===== src/include/spat_consts.svh =====
`ifndef SPAT_CONSTS_SVH
`define SPAT_CONSTS_SVH

// ----------------------------------------------------------------
// Field positions (bit 0 is the most significant bit, index 31)
// ----------------------------------------------------------------
`define SPAT_SBR_VALID   31
`define SPAT_SBR_LEVEL   30
`define SPAT_SBR_ALT     29
`define SPAT_SBR_IO      28
`define SPAT_PTE_VALID   31
`define SPAT_PTE_RES     30
`define SPAT_PTE_READ    29
`define SPAT_PTE_WRITE   28
`define SPAT_PTE_EXEC    27
`define SPAT_FRAME_MSB   20
`define SPAT_FRAME_LSB   0
`define SPAT_LA_SEG_MSB  30
`define SPAT_LA_SEG_LSB  28
`define SPAT_LA_L2_MSB   27
`define SPAT_LA_L2_LSB   19
`define SPAT_LA_L1_MSB   18
`define SPAT_LA_L1_LSB   10
`define SPAT_LA_OFS_MSB  9
`define SPAT_LA_OFS_LSB  0

// ----------------------------------------------------------------
// Reset values, steps and fault codes
// ----------------------------------------------------------------
`define SPAT_SBR_RESET   32'h0000_0000
`define SPAT_DWORD_STEP  31'h0000_0002
`define SPAT_SBR_COUNT   8
`define SPAT_FC_READ     32'h0000_0000
`define SPAT_FC_WRITE    32'h0000_0001
`define SPAT_FC_EXEC     32'h0000_0002
`define SPAT_FC_SEG      32'h0000_0003
`define SPAT_FC_RANGE    32'h0000_0004
`define SPAT_FC_PTE      32'h0000_0005
`define SPAT_FC_IO       32'h0000_0006
`define SPAT_FC_PRIV     32'h0000_0007
`define SPAT_FC_NONE     32'h0000_0000

`endif


===== src/include/spat_pkg.sv =====
`default_nettype none
package spat_pkg;

	// ------------------------------------------------------------
	// Types
	// ------------------------------------------------------------
	typedef enum logic [2:0] {
		SPAT_OP_READ, SPAT_OP_WRITE, SPAT_OP_FETCH,
		SPAT_OP_OPC011, SPAT_OP_PRIV, SPAT_OP_LOAD
	} spat_op_e;

	typedef enum logic [1:0] {
		SPAT_F_NONE, SPAT_F_PROT, SPAT_F_PAGE
	} spat_fault_e;

	typedef enum logic [2:0] {
		SPAT_ST_IDLE, SPAT_ST_WALK1, SPAT_ST_WALK2, SPAT_ST_LOAD
	} spat_state_e;

	typedef struct packed {
		spat_state_e      st;
		logic [7:0][31:0] segment_translation_base;
		logic [31:0]      sbr_rd;
		logic             mem_req;
		logic [30:0]      mem_addr;
		spat_op_e         op;
		logic [31:0]      la;
		logic [2:0]       ld_idx;
		logic [3:0]       ld_left;
		logic             rsp_valid;
		spat_fault_e      rsp_fault;
		logic [31:0]      rsp_code;
		logic [30:0]      rsp_paddr;
		logic             rsp_alt;
		logic             rsp_io;
	} spat_state_s;

endpackage
`default_nettype wire


===== src/include/spat_chk_if.sv =====
`timescale 1ns/1ps
`default_nettype none
interface spat_chk_if;
	logic [31:0]          pte;
	logic                 final_lvl;
	spat_pkg::spat_op_e    op;
	spat_pkg::spat_fault_e fault;
	logic [31:0]          code;

	modport chk  (input pte, final_lvl, op, output fault, code);
	modport user (output pte, final_lvl, op, input fault, code);
endinterface
`default_nettype wire


===== src/hdl/spat_pte_check.sv =====
`timescale 1ns/1ps
`default_nettype none
`include "spat_consts.svh"
module spat_pte_check (
	spat_chk_if.chk c
);
	logic acc_ok;
	logic [31:0] acc_code;

	// ------------------------------------------------------------
	// Access bit selection by request kind
	// ------------------------------------------------------------
	always_comb begin
		acc_ok = 1'b1;
		acc_code = `SPAT_FC_NONE;
		case (c.op)
			spat_pkg::SPAT_OP_READ: begin
				acc_ok = c.pte[`SPAT_PTE_READ];
				acc_code = `SPAT_FC_READ;
			end
			spat_pkg::SPAT_OP_WRITE: begin
				acc_ok = c.pte[`SPAT_PTE_WRITE];
				acc_code = `SPAT_FC_WRITE;
			end
			spat_pkg::SPAT_OP_FETCH: begin
				acc_ok = c.pte[`SPAT_PTE_EXEC];
				acc_code = `SPAT_FC_EXEC;
			end
			default: begin
				acc_ok = 1'b1;
				acc_code = `SPAT_FC_NONE;
			end
		endcase
	end

	// ------------------------------------------------------------
	// Validity, then access, then residency
	// ------------------------------------------------------------
	always_comb begin
		c.fault = spat_pkg::SPAT_F_NONE;
		c.code = `SPAT_FC_NONE;
		if (!c.pte[`SPAT_PTE_VALID]) begin
			c.fault = spat_pkg::SPAT_F_PROT;
			c.code = `SPAT_FC_PTE;
		end else if (c.final_lvl && !acc_ok) begin
			c.fault = spat_pkg::SPAT_F_PROT;
			c.code = acc_code;
		end else if (!c.pte[`SPAT_PTE_RES]) begin
			c.fault = spat_pkg::SPAT_F_PAGE;
			c.code = `SPAT_FC_NONE;
		end
	end
endmodule
`default_nettype wire


===== src/hdl/spat_top.sv =====
`timescale 1ns/1ps
`default_nettype none
`include "spat_consts.svh"
// Contract
// - Eight segment base registers, chosen by segment field
// - Invalid segment gives protection violation
// - Range checked only after segment is valid
// - Base bit 1 selects one or two levels
// - One level 1 Mbyte, two levels up to 512
// - One level needs address bits 4-12 zero
// - Opcodes 011 decode by base bit 2
// - I/O needs base bit 3, else violation
// - Base bits 11-31 give root pagetable frame
// - Frame is page address shifted right ten
// - Invalid pagetable entry gives protection violation
// - Access checked only after page is valid
// - Read denied by entry bit 2 clear
// - Write denied by entry bit 3 clear
// - Fetch denied by entry bit 4 clear
// - Non-resident page suspends with page fault
// - First level entry names next table, no access
// - Privileged work outside segment 0 is violation
// - Block load of base registers from memory
// - Address fields: segment, level 2, level 1, offset
// - Access fault codes 0, 1, 2
module spat_top (
	input  wire logic                  REF_CLK,
	input  wire logic                  RESET_N,
	input  wire logic                  REQ_VALID,
	output logic                       REQ_READY,
	input  wire spat_pkg::spat_op_e    REQ_OP,
	input  wire logic [31:0]           REQ_ADDR,
	input  wire logic [2:0]            REQ_SEG,
	input  wire logic [2:0]            REQ_FIRST,
	input  wire logic [3:0]            REQ_COUNT,
	output logic                       RSP_VALID,
	output spat_pkg::spat_fault_e      RSP_FAULT,
	output logic [31:0]                RSP_CODE,
	output logic [30:0]                RSP_PADDR,
	output logic                       RSP_ALT,
	output logic                       RSP_IO,
	output logic                       MEM_REQ,
	output logic [30:0]                MEM_ADDR,
	input  wire logic                  MEM_ACK,
	input  wire logic [31:0]           MEM_RDATA,
	input  wire logic [2:0]            SBR_SEL,
	output logic [31:0]                SBR_DATA
);
	spat_pkg::spat_state_s r_reg;
	spat_pkg::spat_state_s r_next;
	spat_chk_if            chk ();
	logic [31:0]           sel_sbr;
	logic [2:0]            la_seg;
	logic [8:0]            la_l2;
	logic [8:0]            la_l1;
	logic [9:0]            la_ofs;
	logic [8:0]            lr_l1;
	logic [9:0]            lr_ofs;
	logic [20:0]           pte_frame;

	// ------------------------------------------------------------
	// Entry checker
	// ------------------------------------------------------------

	// Entry under test is always the word just returned
	spat_pte_check u_check (
		.c (chk)
	);

	assign chk.pte = MEM_RDATA;
	assign chk.op = r_reg.op;
	assign chk.final_lvl = (r_reg.st == spat_pkg::SPAT_ST_WALK2);

	// ------------------------------------------------------------
	// Address field split
	// ------------------------------------------------------------

	// Fields of the incoming and latched logical address
	assign la_seg = REQ_ADDR[`SPAT_LA_SEG_MSB:`SPAT_LA_SEG_LSB];
	assign la_l2 = REQ_ADDR[`SPAT_LA_L2_MSB:`SPAT_LA_L2_LSB];
	assign la_l1 = REQ_ADDR[`SPAT_LA_L1_MSB:`SPAT_LA_L1_LSB];
	assign la_ofs = REQ_ADDR[`SPAT_LA_OFS_MSB:`SPAT_LA_OFS_LSB];
	assign lr_l1 = r_reg.la[`SPAT_LA_L1_MSB:`SPAT_LA_L1_LSB];
	assign lr_ofs = r_reg.la[`SPAT_LA_OFS_MSB:`SPAT_LA_OFS_LSB];

	// Base register of the addressed segment
	assign sel_sbr = r_reg.segment_translation_base[la_seg];

	// Frame of the returned entry; a page is frame plus ten zero bits
	assign pte_frame = MEM_RDATA[`SPAT_FRAME_MSB:`SPAT_FRAME_LSB];

	// ------------------------------------------------------------
	// Outputs
	// ------------------------------------------------------------

	// Handshake is combinational, data comes from flops
	assign REQ_READY = (r_reg.st == spat_pkg::SPAT_ST_IDLE);
	assign RSP_VALID = r_reg.rsp_valid;
	assign RSP_FAULT = r_reg.rsp_fault;
	assign RSP_CODE = r_reg.rsp_code;
	assign RSP_PADDR = r_reg.rsp_paddr;
	assign RSP_ALT = r_reg.rsp_alt;
	assign RSP_IO = r_reg.rsp_io;
	assign MEM_REQ = r_reg.mem_req;
	assign MEM_ADDR = r_reg.mem_addr;
	assign SBR_DATA = r_reg.sbr_rd;

	// ------------------------------------------------------------
	// Next state
	// ------------------------------------------------------------

	// Sequencer: decode, walk, block load
	always_comb begin
		r_next = r_reg;
		r_next.rsp_valid = 1'b0;
		r_next.sbr_rd = r_reg.segment_translation_base[SBR_SEL];
		case (r_reg.st)
			spat_pkg::SPAT_ST_IDLE: begin
				if (REQ_VALID) begin
					r_next.op = REQ_OP;
					r_next.la = REQ_ADDR;
					r_next.rsp_fault = spat_pkg::SPAT_F_NONE;
					r_next.rsp_code = `SPAT_FC_NONE;
					r_next.rsp_paddr = '0;
					r_next.rsp_alt = 1'b0;
					r_next.rsp_io = 1'b0;
					case (REQ_OP)
						spat_pkg::SPAT_OP_READ,
						spat_pkg::SPAT_OP_WRITE,
						spat_pkg::SPAT_OP_FETCH: begin
							if (!sel_sbr[`SPAT_SBR_VALID]) begin
								// Segment closed
								r_next.rsp_valid = 1'b1;
								r_next.rsp_fault = spat_pkg::SPAT_F_PROT;
								r_next.rsp_code = `SPAT_FC_SEG;
							end else if (!sel_sbr[`SPAT_SBR_LEVEL] && la_l2 != 9'h000) begin
								// One level reaches 1 Mbyte only
								r_next.rsp_valid = 1'b1;
								r_next.rsp_fault = spat_pkg::SPAT_F_PROT;
								r_next.rsp_code = `SPAT_FC_RANGE;
							end else if (sel_sbr[`SPAT_SBR_LEVEL]) begin
								// Two levels: root indexed by level 2 field
								r_next.mem_req = 1'b1;
								r_next.mem_addr = {sel_sbr[`SPAT_FRAME_MSB:`SPAT_FRAME_LSB],
									la_l2, 1'b0};
								r_next.st = spat_pkg::SPAT_ST_WALK1;
							end else begin
								// One level: root indexed by level 1 field
								r_next.mem_req = 1'b1;
								r_next.mem_addr = {sel_sbr[`SPAT_FRAME_MSB:`SPAT_FRAME_LSB],
									la_l1, 1'b0};
								r_next.st = spat_pkg::SPAT_ST_WALK2;
							end
						end
						spat_pkg::SPAT_OP_OPC011: begin
							r_next.rsp_valid = 1'b1;
							if (r_reg.segment_translation_base[REQ_SEG][`SPAT_SBR_ALT]) begin
								r_next.rsp_alt = 1'b1;
							end else if (r_reg.segment_translation_base[REQ_SEG][`SPAT_SBR_IO]) begin
								r_next.rsp_io = 1'b1;
							end else begin
								r_next.rsp_fault = spat_pkg::SPAT_F_PROT;
								r_next.rsp_code = `SPAT_FC_IO;
							end
						end
						spat_pkg::SPAT_OP_PRIV: begin
							r_next.rsp_valid = 1'b1;
							if (REQ_SEG != 3'h0) begin
								r_next.rsp_fault = spat_pkg::SPAT_F_PROT;
								r_next.rsp_code = `SPAT_FC_PRIV;
							end
						end
						spat_pkg::SPAT_OP_LOAD: begin
							if (REQ_SEG != 3'h0) begin
								// Block load is privileged
								r_next.rsp_valid = 1'b1;
								r_next.rsp_fault = spat_pkg::SPAT_F_PROT;
								r_next.rsp_code = `SPAT_FC_PRIV;
							end else if (REQ_COUNT == 4'h0) begin
								r_next.rsp_valid = 1'b1;
							end else begin
								// Fetch consecutive doublewords
								r_next.mem_req = 1'b1;
								r_next.mem_addr = REQ_ADDR[30:0];
								r_next.ld_idx = REQ_FIRST;
								r_next.ld_left = REQ_COUNT;
								r_next.st = spat_pkg::SPAT_ST_LOAD;
							end
						end
						default: begin
							r_next.rsp_valid = 1'b1;
							r_next.rsp_fault = spat_pkg::SPAT_F_PROT;
							r_next.rsp_code = `SPAT_FC_PRIV;
						end
					endcase
				end
			end
			spat_pkg::SPAT_ST_WALK1: begin
				if (MEM_ACK) begin
					if (chk.fault != spat_pkg::SPAT_F_NONE) begin
						// Bad or absent second table
						r_next.mem_req = 1'b0;
						r_next.rsp_valid = 1'b1;
						r_next.rsp_fault = chk.fault;
						r_next.rsp_code = chk.code;
						r_next.st = spat_pkg::SPAT_ST_IDLE;
					end else begin
						// Entry frame holds the last-level table
						r_next.mem_addr = {pte_frame, lr_l1, 1'b0};
						r_next.st = spat_pkg::SPAT_ST_WALK2;
					end
				end
			end
			spat_pkg::SPAT_ST_WALK2: begin
				if (MEM_ACK) begin
					r_next.mem_req = 1'b0;
					r_next.rsp_valid = 1'b1;
					r_next.st = spat_pkg::SPAT_ST_IDLE;
					if (chk.fault != spat_pkg::SPAT_F_NONE) begin
						r_next.rsp_fault = chk.fault;
						r_next.rsp_code = chk.code;
					end else begin
						r_next.rsp_paddr = {pte_frame, lr_ofs};
					end
				end
			end
			spat_pkg::SPAT_ST_LOAD: begin
				if (MEM_ACK) begin
					// Store one base register, move to the next doubleword
					r_next.segment_translation_base[r_reg.ld_idx] = MEM_RDATA;
					r_next.ld_idx = r_reg.ld_idx + 3'h1;
					r_next.ld_left = r_reg.ld_left - 4'h1;
					r_next.mem_addr = r_reg.mem_addr + `SPAT_DWORD_STEP;
					if (r_reg.ld_left == 4'h1) begin
						r_next.mem_req = 1'b0;
						r_next.rsp_valid = 1'b1;
						r_next.st = spat_pkg::SPAT_ST_IDLE;
					end
				end
			end
			default: begin
				r_next.mem_req = 1'b0;
				r_next.st = spat_pkg::SPAT_ST_IDLE;
			end
		endcase
	end

	// ------------------------------------------------------------
	// State register
	// ------------------------------------------------------------

	// All state in one struct, cleared on reset
	always_ff @(posedge REF_CLK or negedge RESET_N) begin
		if (!RESET_N) begin
			r_reg <= '0;
		end else begin
			r_reg <= r_next;
		end
	end
endmodule
`default_nettype wire


===== config.mk =====
export PLATFORM = sky130hd
export DESIGN_NAME = spat_top
export DESIGN_NICKNAME = d
export VERILOG_FILES = /design/src/include/spat_pkg.sv /design/src/include/spat_chk_if.sv /design/src/hdl/spat_pte_check.sv /design/src/hdl/spat_top.sv
export VERILOG_INCLUDE_DIRS = /design/src /design/src/include
export SDC_FILE = /design/constraint.sdc
export NUM_CORES = 1
export LEC_CHECK = 0
export ABC_CLOCK_PERIOD_IN_PS = 4350
export BUFFER_PORTS_ARGS = -buffer_cell sky130_fd_sc_hd__clkbuf_2
export CELL_PAD_IN_SITES_DETAIL_PLACEMENT = 0
export CELL_PAD_IN_SITES_GLOBAL_PLACEMENT = 1
export CORE_AREA = 4 4 250 191
export CTS_CLUSTER_DIAMETER = 120
export DETAILED_ROUTE_END_ITERATION = 16
export DIE_AREA = 0 0 254 195
export GPL_ROUTABILITY_DRIVEN = 0
export PLACE_DENSITY_LB_ADDON = 0.15
export SLEW_MARGIN = 20
export SYNTH_ARGS = -nofsm -noshare
export SYNTH_HDL_FRONTEND = slang
export SYNTH_HIERARCHICAL = 1
export SYNTH_SLANG_ARGS = --single-unit

===== constraint.sdc =====
create_clock -name REF_CLK -period 4.35 [get_ports REF_CLK]
set_clock_uncertainty 0.05 [all_clocks]
set_input_delay 0.435 -clock REF_CLK [delete_from_list [all_inputs] [get_ports REF_CLK]]
set_output_delay 0.435 -clock REF_CLK [all_outputs]
set_load 0.01 [all_outputs]

; ---- Yosys cells after proc, flatten, opt, wreduce, memory -nomap -nowiden
; Cells that the tools add are included.
[totals]
regBits = 433
latch_bits = 0
mem_bits_rw = 0
rom_bits = 0
input_bits = 84
elab_cells = 153
mem_count = 0
[classes]
addsub = 3
n_mul = 0
div_mod_pow = 0
magnitude_cmp = 5
eq_ne = 28
shift = 0
n_mux = 70
n_bitwise = 0
reduce_logical = 25
[ops]
columns = operator, n
row1 = $mux W32, 10
row2 = $bmux W32 S3, 3
row3 = $mux W259, 1
row4 = $bwmux W256, 1
row5 = $mux W142, 1
row6 = $mux W35, 4
row7 = $pmux W35 S4, 1
row8 = $pmux W34 S3, 1
row9 = $mux W33, 3
row10 = $demux W32 S3, 1
row11 = $pmux W31 S3, 1
row12 = $mux W66, 1
row13 = $pmux W32 S2, 1
row14 = $mux W31, 2
row15 = $pmux W31 S2, 1
row16 = $mux W34, 1
row17 = $add A31 B2 Y31 const B, 1
row18 = $mux W30, 1
row19 = $mux W3, 8
row20 = $ne A2 B2 Y1 const B, 11
row21 = $mux W7, 3
row22 = $reduce_and A10 Y1, 2
row23 = $lt A3 B4 Y1 const B, 4
row24 = $eq A3 B2 Y1 const B, 5
row25 = other kinds (31), 63

; ---- Longest topological paths before layout
[logic_depth]
word_depth = 10
mapped_depth = 13

; ---- Modules after synthesis
; The synthesis kept the hierarchy.
[by_module_without_submodules]
columns = module, instances, cells_per_inst, area_each_um2
row1 = spat_top, 1, 1620, 21604.5
row2 = spat_pte_check, 1, 42, 306.5

; ---- Worst setup path after synthesis
; No wires, ideal clock.
[synth_timing]
path_kind = register to register
startpoint = register r_reg[430] (netlist bit)
endpoint = register r_reg, in the netlist RSP_CODE[0]
arrival_time_ns = 3.114
required_time_ns = 4.174
slack_ns = 1.060
path_stages_with_launch = 14
path_buffers = 4
period_less_slack_ns = 3.290
path_cell_list = dfrtp_1 clkbuf_1 inv_1 clkbuf_1 ha_1 nand2b_1 o41a_1 or2_2 a21oi_1 or3_1 clkbuf_1 clkbuf_1 a211oi_1 a221o_1
[synth_via]
elab_chain_cells = 7
word_cells_on_any_way = 21
classes_between = eq/ne (7) / mux (9) / reduce/logical (5)
[synth_lines]
columns = element, line_no
row1 = start: declaration, spat_top.sv:49  ; spat_pkg::spat_state_s r_reg;
row2 = start signal: assignment, spat_top.sv:257  ; r_reg <= r_next;
row3 = $eq A3 B2 Y1 *, spat_top.sv:72  ; assign chk.final_lvl = (r_reg.st == spat_pkg::SPAT_ST_WALK2);
row4 = net chk.final_lvl, spat_chk_if.sv:5  ; logic final_lvl;
row5 = $logic_and A1 B1 Y1 *, spat_pte_check.sv:45  ; end else if (c.final_lvl && !acc_ok) begin
row6 = $mux W2 *, spat_pte_check.sv:45
row7 = $mux W2 *, spat_pte_check.sv:42  ; if (!c.pte[`SPAT_PTE_VALID]) begin
row8 = net chk.fault[1], spat_chk_if.sv:7  ; spat_pkg::spat_fault_e fault;
row9 = $reduce_bool A2 Y1 *, "spat_top.sv:200, spat_top.sv:219"
row10 = $ne A2 B2 Y1 (no source line), --
row11 = $reduce_and A6 Y1 (no source line) *, --
; The timed path passes the listed nets; every way through them passes the cells marked *. The select of a mux whose other input is x is not followed.
; A chain may end at the register's enable or synchronous reset.

; ---- Worst setup path in the final report
[layout_timing]
startpoint = register r_reg[430] (netlist bit)
endpoint = register r_reg, in the netlist RSP_CODE[3]
; Same word-level chain as after synthesis.

==> flow_summary.ini <==
[outcome]
outcome = finished clean

[setup_path]
critPathLaunch = r_reg[430]
startpoint_type = flip-flop
ff2ff_setup_slack_ps = 840
path_buf_inv = 2
r2r-start = r_reg[430]
cp-end-kind = flip-flop
critPathArrivalTime_ps = 3930
critPathRequiredTime_ps = 4760
worst_path_dominant_cell_family = simple AND/OR/NAND/NOR gates
crit_type = reg -> reg
r2r_end = RSP_CODE[3]
crit_path_max_fanout = 27
crit_path_cell_trace = inv_1 > ha_1 > nand2b_1 > o41ai_1 > or2_2 > a21oi_1 > or3_1 > buf_4 > a22o_1
reg2reg_depth = 9
max_stage_delay_ps = 610
slowest_stage = dfrtp_1

[clock_tree]
cts.clk_slew.worst_paths_ps = 60
clock_latency_ps = 590
clock_path_buffers = 3
cts_made_buffers = 45
cts-root-buf = clkbuf_16
cts.sinks = 419
cts_tree = built
cts_resized = 0
htreeDepth = 2

[die]
die_x_um = 254
die_y_um = 195
dieArea_mm2 = 0.0495
start_util_pct = 48.2
core-area_mm2 = 0.0454
core.rowCount = 68
ioPinCount = 217

[yosys]
synth_cell_types = 78
synthSimpleGateAreaFrac_pct = 4.69
synth.avg_cell_area_um2 = 13.2
synth_top_cell_area_share_pct = 47.9
ys.flop_type = dfrtp_1
synth_compound_area_share_pct = 7.86
syn_area_mm2 = 0.0219
netlist_instances = 1662
yosys.area.top_type = dfrtp_1
synth-edff-count = 0
synthMuxAreaShare_pct = 30.4
synth-adder-area-share_pct = 0.514
synthArstFlopShare_pct = 100
yosys-top-cells-area = dfrtp_1 48%, mux2_2 16%, mux4_2 11%
synth-xor-area-share_pct = 0.480
synth-seq-cells = 419
yosysWarnings = 6
synth-seq-area-share_pct = 47.9
synth_top_family_by_area = multiplexers

[pwr]
ir_drop_uv = 400
p_total_mw = 10.9
power_density_mw_per_mm2 = 456
power_leakage_nw = 11.6

[layout]
ff_latch_area_mm2 = 0.0105
num_antenna_cells = 0
final_common_cell = dfrtp_1
nNetsFinal = 1792
final_cell_mix = 419 x dfrtp_1, 306 x mux2_2, 213 x clkbuf_2, 106 x mux4_2, 70 x a22o_1
fillCellCount = 3850
largest_reg_flops = 265
syn2layout_area_growth_pct = 9.63
drive_gt1_share_pct = 43.5
multi_input_area_mm2 = 0.00979

[global_routing]
grt_pass1_wl_mm = 90.4
grt.total_usage_pct = 23.9
grt_pass1_vias = 13900
grt_max_degree = 122
antenna_found_initial = 2
globalRouteOverflowTotal = 0

[timing]
max_slew_margin_pct = 40.3
drv_slew = 0
fin_tns_setup_ps = 0
rsz0062_at_grt = no
fmax_mhz = 285
tightest_slew_ps = 894
setup_viol = 0
period_share_pct = 80.8
hold_viol = 0
finalCriticalPeriod_ps = 3510

[min_path]
holdPathStages = 2
min_path_type = in -> reg
min_from = REQ_ADDR[4]
hold-path-endpoint = lr_ofs[4]

[detailed_routing]
wirelength_mm = 59.3
via_count = 13900
dr.first_iter.drc_count = 1021
drc_errors = 0
drt_pass1_iterations = 5
via_per_inst = 5.99
post_drt_wl_per_cell_um = 25.5
ant_nets = 0

[place]
port_buffers = 215
dp_hpwl_mm = 38.5

[flow_run]
drv_cap = 0
==> per-stage QoR <==
step	setup slack, ps	hold slack, ps	instances	util (%)	area [um^2]
after floorplan	1060	89.4	1690	-	22000
after global placement	917	390	2246	49.6	22500
after detailed placement	850	391	2246	49.6	22500
after CTS	881	25.3	2328	52.9	24000
after global routing	675	41.1	2328	52.9	24000
final	837	55.1	2328	52.9	24000
==> power breakdown <==
part,switching (mW),total [mW],internal [mW]
Combinational,1.23,2.19,0.960
Clock,1.63,3.89,2.27
Sequential,0.462,4.87,4.41
==> cells in the mapped netlist, types with 4 or more instances <==
| cell | n |
|---|---|
| mux2i_1 | 48 |
| mux4_2 | 106 |
| o22ai_1 | 9 |
| buf_2 | 22 |
| a22oi_1 | 7 |
| a221o_1 | 9 |
| o221ai_1 | 5 |
| dfrtp_1 | 419 |
| mux2_2 | 306 |
| inv_1 | 21 |
| a21oi_1 | 35 |
| clkbuf_1 | 67 |
| buf_1 | 35 |
| or3_1 | 6 |
| nor3b_1 | 4 |
| nor2b_1 | 4 |
| nor4_1 | 6 |
| nand2_1 | 63 |
| and3_1 | 5 |
| nand4_1 | 5 |
| mux2_1 | 28 |
| xnor2_1 | 8 |
| nor3_1 | 10 |
| buf_4 | 161 |
| and2_1 | 7 |
| a211oi_1 | 8 |
| a22o_1 | 70 |
| ha_1 | 9 |
| o21a_1 | 5 |
| nand2b_1 | 7 |
| o211ai_1 | 7 |
| nand3_1 | 22 |
| o21ai_0 | 35 |
| nor2_1 | 29 |
| xor2_1 | 4 |
==> cells by family (layout without fill, tap and decap cells) <==
family | after synthesis | in the layout
AO/OA/AOI/OAI | 233 | 233
XOR/XNOR | 12 | 12
adder cells (fa/ha/maj) | 9 | 9
buffers and inverters | 308 | 351
flip-flops | 419 | 419
multiplexers | 489 | 489
other | 1 | 29
AND/OR/NAND/NOR | 191 | 191
==> worst max path at each step <==
| stage | end | slack (ps) | depth (start not counted) |
|---|---|---|---|
| finish | RSP_CODE[3] | 840 | 9 |
| global route | MEM_ADDR[22] | 670 | 10 |
| CTS | MEM_ADDR[22] | 880 | 10 |
| detailed placement | MEM_ADDR[29] | 850 | 8 |
| global placement | MEM_ADDR[16] | 920 | 8 |
| floorplan | RSP_CODE[0] | 1060 | 13 |
==> per-layer routing <==
layer | global-route usage [%] | share of wire, % | wire [um]
met1 | 36.7 | 47 | 27900
met2 | 35.4 | 45 | 26500
met3 | 4.94 | 6.4 | 3830
met4 | 5.28 | 1.8 | 1040
met5 | 0 | 0.045 | 27
==> cell type report <==
type                            instances  share of cell area [%]
Clock buffer                           67                    5.62
Clock inverter                         14                   0.620
Inverter                               21                   0.328
Multi-Input combinational cell        963                    40.8
Sequential cell                       419                    43.7
Tap cell                              595                    3.10
Timing Repair Buffer                  249                    5.92
==> repair_timing <==
action | 4_1_cts | 5_1_grt
setup endpoints to repair | 0 | 0
buffers inserted | 0 | 0
hold buffers | 1 | 0
endpoints found under the hold margin | 68 | 0
(Power assumes the default switching activity.)
